===== config.mk =====
export PLATFORM = sky130hd
export DESIGN_NAME = work_reg_mem
export DESIGN_NICKNAME = d
export VERILOG_FILES = /design/src/work_reg_mem.sv
export SDC_FILE = /design/constraint.sdc
export NUM_CORES = 1
export LEC_CHECK = 0
export BUFFER_PORTS_ARGS = -buffer_cell sky130_fd_sc_hd__buf_2
export CORE_MARGIN = 10
export CORE_UTILIZATION = 35
export CTS_CLUSTER_SIZE = 24
export DETAILED_ROUTE_END_ITERATION = 12
export PLACE_DENSITY = 0.61
export SLEW_MARGIN = 15
export SYNTH_ARGS = -nofsm -noshare
export SYNTH_HDL_FRONTEND = slang
export SYNTH_SLANG_ARGS = --single-unit

===== constraint.sdc =====
create_clock -name ref_clk -period 1.3 [get_ports ref_clk]
set_clock_uncertainty 0.15 [all_clocks]
set_input_delay 0.13 -clock ref_clk [delete_from_list [all_inputs] [get_ports ref_clk]]
set_output_delay 0.13 -clock ref_clk [all_outputs]
set_load 0.02 [all_outputs]

===== src/work_reg_mem.sv =====
// working register storage with byte-lane writes and a registered read port
module work_reg_mem #(
	parameter int DEPTH = 16,
	parameter int WIDTH = 16,
	parameter int AW = 4
) (
	input wire logic ref_clk,
	input wire logic rst_b,
	input wire logic wrEn,
	input wire logic [AW-1:0] wrAddr,
	input wire logic [1:0] byteEn,
	input wire logic [WIDTH-1:0] wrData,
	input wire logic [AW-1:0] rdAddr,
	output logic [WIDTH-1:0] rdData
);

	// ----------------------------------------------------------------------
	// storage
	// ----------------------------------------------------------------------
	logic [WIDTH-1:0] mem [DEPTH]; // no reset: contents undefined until written
	logic [WIDTH-1:0] rdData_q; // read data register

	// per-lane write, upper lane only when its enable is set
	always_ff @(posedge ref_clk)
	begin
		if (wrEn && byteEn[0])
			mem[wrAddr][7:0] <= wrData[7:0];
		if (wrEn && byteEn[1])
			mem[wrAddr][WIDTH-1:8] <= wrData[WIDTH-1:8];
	end

	// registered read, one cycle after the address
	always_ff @(posedge ref_clk or negedge rst_b)
	begin
		if (!rst_b)
			rdData_q <= '0;
		else
			rdData_q <= mem[rdAddr];
	end

	assign rdData = rdData_q;

endmodule // work_reg_mem

==> metrics, run 1 <==
YS warnings=0; final worst slack=-0.162 ns; Post-synth top flop=edfxtp_1; type of the worst setup path=reg -> reg; Die H=192 um; outcome=finished, violations left; Cells after Synth=462; # rows=62; DR vias/cell=4.96; FILL cells=2,430; initial core utilization=35.7%; Critical Path End=rdData[9]$_DFF_PN0_; Syn Nets=491; average wire per standard cell=21.3 um; area of the mapped netlist=10,300 um2; crit path DAT=1.71 ns; GRT Util Overall=11.8%; CP Data Required Time=1.55 ns; Final Hold Slack=-0.00778 ns; Setup crit start=mem[11][9]$_DFFE_PP_; layout overhead on the synthesized area=26.0%; clock period minus worst slack=1.46 ns; die width=192 um; layout cells sized above 1=41.9%; synth cell count leaders=256 x edfxtp_1, 54 x mux4_2, 32 x a22oi_1; slew margin rel.=63.1%; Slew Limit Fails=0; post-CTS setup repair buffer count=0; Cell Pwr Density=1370 nW/um2; initial antenna violation count=2; endpoints failing hold=1; gr ovfl total=0; Placeable Area=28,900 um2; CP startpoint kind=flop; largest net degree at the start of global routing=26; Post-synth EDFFs=256; root buf cell=clkbuf_16; CP cell instances=mux4_2, a22oi_2, nand2_1; Pre-antenna DRT Iters=4; r2r worst-path depth=3; failing checks=hold timing, setup timing; DRC=0; Clock Sinks=272; clk_lat worst skew=0.52 ns; first-pass GRT wire length=32.7 mm; total power=17.7 mW; Max VDD drop=0.984 mV; max-cap violations=0; register area share after synthesis=78.5%; period utilization=112%; Hold Path Class=in -> async; Post-Route WL=21.1 mm; CP peak stage delay=0.48 ns; HPWL Detailed=14.0 mm; maximum fanout along the worst path=1; number of DRC markers in iteration 0=325; Setup crit end kind=flop; post-synthesis average cell area=22.3 um2; htree depth=1; Nets=620; RSZ-0062 raised after global routing=yes; Leakage=4.23 nW; Final GP Congestion=0.746; Antenna Diode Count=0; Clock Path Buffers=3; # IOs=45; number of global-route vias before repair=5,215; FF-to-FF setup slack=-0.16 ns; register bit total from synthesis=272; Final Setup Violations=28; DIE AREA=36,700 um2; ys async rst share=5.88%; CTS buffer count=25; via count=4,923; slowest cell on the critical path=mux4_2; Final ANT Viol Nets=0; setup TNS after final layout=-2.11 ns; reg2reg end=rdData[9]$_DFF_PN0_; Yosys top cell by area=edfxtp_1; Reg-to-Reg Start=mem[11][9]$_DFFE_PP_; post-synth top area share=74.7%; Clock transition at path regs=0.07 ns; largest cells by area after synthesis=edfxtp_1 75%, mux4_2 12%, dfrtp_1 3.9%, mux4_1 2.6%, a22oi_1 2.3%; Fmax achieved=684 MHz; Worst-Margin Slew=0.553 ns; most frequent cell after synthesis=edfxtp_1; I/O Buffers=44; Yosys cell types=21; CTS tree=yes
==> cell usage in the layout, fill, tap and decap left out, types with 3 or more instances in the layout <==
master	n
edfxtp_1	256
mux4_2	64
buf_4	34
buf_12	33
buf_2	27
clkbuf_16	25
a22oi_2	19
nand2_1	18
dlygate4sd3_1	18
buf_6	16
dfrtp_1	16
nor2_2	15
a22oi_1	13
nor2_1	7
clkbuf_1	7
nor3_4	6
nor2_4	5
clkinv_1	5
nand4b_1	4
nand2b_1	4
clkinv_2	3
==> kinds of logic after synthesis <==
group	after synthesis	share of synthesized area, %
AOI/OAI and AO/OA	32	2.33
muxes	64	14.4
and+or+nand+nor	68	3.01
DFF	272	78.5
buffers and inverters	26	1.75
==> worst min-delay path by stage <==
stage / from / to / slack, ns / depth (start not counted)
detailed placement: rst_b / rdData[10]$_DFF_PN0_ / 0.008 / 1
global placement: rst_b / rdData[10]$_DFF_PN0_ / 0.002 / 1
CTS: rst_b / rdData[10]$_DFF_PN0_ / 0.01 / 2
global route: rst_b / rdData[10]$_DFF_PN0_ / 0.04 / 2
floorplan: rst_b / rdData[0]$_DFF_PN0_ / -0.32 / 0
finish: rst_b / rdData[10]$_DFF_PN0_ / -0.008 / 2
==> per-stage QoR <==
step	std cells	utilization [%]	hold slack (ns)	setup slack, ns	area, um2
after global placement	931	41.1	0.00205	-0.563	11900
after floorplan	462	-	-0.316	-0.187	10600
after CTS	993	44.9	0.0106	-0.159	13000
after global routing	993	45.0	0.0368	-0.226	13000
final	993	45.0	-0.00778	-0.162	13000
after detailed placement	931	41.1	0.00757	-0.565	11900
==> critical path: cells and delay by family, from the launching register on <==
kind,cells,cell delay (ns)
muxes,1,0.48
DFF,1,0.37
AOI/OAI and AO/OA,1,0.25
and+or+nand+nor,1,0.08
==> sequential cells by signal, summed over array words and instances, names as in the netlist <==
register  count
mem         256
rdData       16
==> per-layer routing <==
layer / wire, um / GRT usage [%]
met5: 13 / 0
met4: 293 / 3.19
met3: 1180 / 2.37
met2: 9930 / 18.1
met1: 9740 / 16.7
==> repair_timing <==
action | CTS | global route
hold buffers | 18 | 0
pin swaps | 7 | 3
gates resized for setup | 50 | 2
setup endpoints to repair | 32 | 32
hold endpoints to repair | 276 | 0
==> report_power, final <==
group / switching (mW) / internal, mW / leakage, nW / total (mW)
registers: 0.0547 / 9.73 / 2.50 / 9.79
logic: 0.653 / 0.584 / 1.37 / 1.24
clock network: 2.97 / 3.75 / 0.363 / 6.72
total: 3.67 / 14.1 / 4.23 / 17.7
==> cell type report <==
cell class                      instances  area, um2  area share [%]
Clock buffer                           32        652            5.02
Sequential cell                       272       8090            62.3
Clock inverter                         13       97.6           0.752
Tap cell                              384        480            3.70
Multi-Input combinational cell        164       2240            17.3
Timing Repair Buffer                  128       1410            10.9
Power figures use the tool's default switching activity.
==> run 2, diff against run 1 <==
- MAX_ROUTING_LAYER: default -> met4
- PLACE_DENSITY: 0.61 -> 0.55
- REMOVE_ABC_BUFFERS: default -> 1
==> metrics, run 2 (synthesis results as in run 1) <==
outcome=finished, violations left; failing checks=setup timing; Final GP Congestion=0.793; CP Data Required Time=1.55 ns; I/O Buffers=44; Setup crit end kind=flop; delay-heaviest family, CP=multiplexers; average wire per standard cell=22.4 um; # rows=62; dpl cell area=11,500 um2; first-pass GRT wire length=34.2 mm; Nets=630; Final Setup Violations=32; Clock Sinks=272; Setup crit start=mem[3][12]$_DFFE_PP_; Clock Path Buffers=3; initial core utilization=35.7%; number of DRC markers in iteration 0=415; Slew Limit Fails=0; Hold Path Class=in -> reg; Top reg by flops=mem; root buf cell=clkbuf_16; Max VDD drop=1.03 mV; source of the worst hold timing path=wrAddr[3]; period utilization=116%; post-CTS setup repair buffer count=0; largest net degree at the start of global routing=21; clk_lat worst skew=0.53 ns; # IOs=45; initial antenna violation count=4; slew margin rel.=36.2%; Reg area=8090 um2; final worst slack=-0.203 ns; DIE AREA=36,700 um2; commonest non-fill, non-tap cell in the layout=edfxtp_1; Critical path buffers and inverters=0; Reg-to-Reg Start=mem[3][12]$_DFFE_PP_; number of global-route vias before repair=5,433; Placeable Area=28,900 um2; max reg flops=256; HPWL Detailed=15.0 mm; CP startpoint kind=flop; commonest cells after routing, fill and taps aside=256 x edfxtp_1, 63 x mux4_2, 63 x buf_4; setup TNS after final layout=-2.08 ns; Worst-Margin Slew=0.955 ns; max-cap violations=0; CTS tree=yes; Leakage=4.25 nW; CP cell instances=mux4_2, a22oi_2, nand2_1; via count=5,003; clock period minus worst slack=1.50 ns; die width=192 um; layout overhead on the synthesized area=23.7%; total power=18.4 mW; gr ovfl total=0; GRT Util Overall=12.7%; endpoints failing hold=0; type of the worst setup path=reg -> reg; maximum fanout along the worst path=1; CP peak stage delay=0.49 ns; crit path DAT=1.75 ns; FILL cells=2,436; DRC=0; Clock transition at path regs=0.06 ns; CTS buffer count=26; Pre-antenna DRT Iters=4; Final ANT Viol Nets=0; Die H=192 um; Setup WS pre-CTS=-0.588 ns; area of the multi-input gates=2100 um2; slowest cell on the critical path=mux4_2; htree depth=1; DR vias/cell=4.96; RSZ-0062 raised after global routing=yes; Cell Pwr Density=1440 nW/um2; Post-Route WL=22.6 mm; Design Area, Final=12,700 um2; layout cells sized above 1=38.9%; Fmax achieved=665 MHz
[run 2: final timing paths]
| path | to | slack (ns) | cells after the start |
|---|---|---|---|
| setup / recovery | rdData[12]$_DFF_PN0_ | -0.20 | 3 |
| hold / removal | mem[1][0]$_DFFE_PP_ | 0.05 | 3 |
| setup reg to reg | rdData[12]$_DFF_PN0_ | -0.20 | 3 |
| hold reg to reg | rdData[8]$_DFF_PN0_ | 0.53 | 3 |
| max in group asynchronous | rdData[0]$_DFF_PN0_ | 0.13 | 3 |
| min in group asynchronous | rdData[10]$_DFF_PN0_ | 0.51 | 3 |
[run 2: per-stage QoR]
step	instances	hold WS, ns	util [%]
2_1_floorplan	436	-0.316	-
3_3_place_gp	939	0.00595	40.0
3_5_place_dp	939	0.00675	40.0
4_1_cts	1004	0.0245	44.1
5_1_grt	1008	0.0566	44.1
6_report	1008	0.0454	44.1
[run 2: final cells by class]
class                           instances  area share (%)
Tap cell                              384            3.77
Multi-Input combinational cell        164            16.5
Antenna cell                            4          0.0786
Clock inverter                         12           0.904
Clock buffer                           35            5.62
Timing Repair Buffer                  137            9.65
Sequential cell                       272            63.5
[run 2: timing repair]
action,4_1_cts,5_1_grt
pin swaps,27,2
hold buffers,18,0
endpoints found under the setup margin,32,32
cloned,0,0
endpoints found under the hold margin,272,0
resized for setup,59,3
[run 2: worst reg2reg max path: stages, from the launching register on]
cell and delay [ns]:
edfxtp_1 0.36, mux4_2 0.49, a22oi_2 0.29, nand2_1 0.08
[run 2: routing by layer]
metal  vias to the layer above  global-route usage [%]  wire length (um)
li1                       2210                       -                 -
met1                      2642                    17.0             10200
met2                       125                    19.6             10800
met3                        26                    2.44              1240
met4                         0                    3.37               378
met5                         -                       -                 0
[run 2: power by group]
group          internal (mW)  total [mW]  switching (mW)  leakage (nW)
registers               9.73        9.79          0.0580          2.50
logic                  0.573        1.20           0.624          1.34
clock network           4.26        7.37            3.11         0.411
total                   14.6        18.4            3.80          4.25
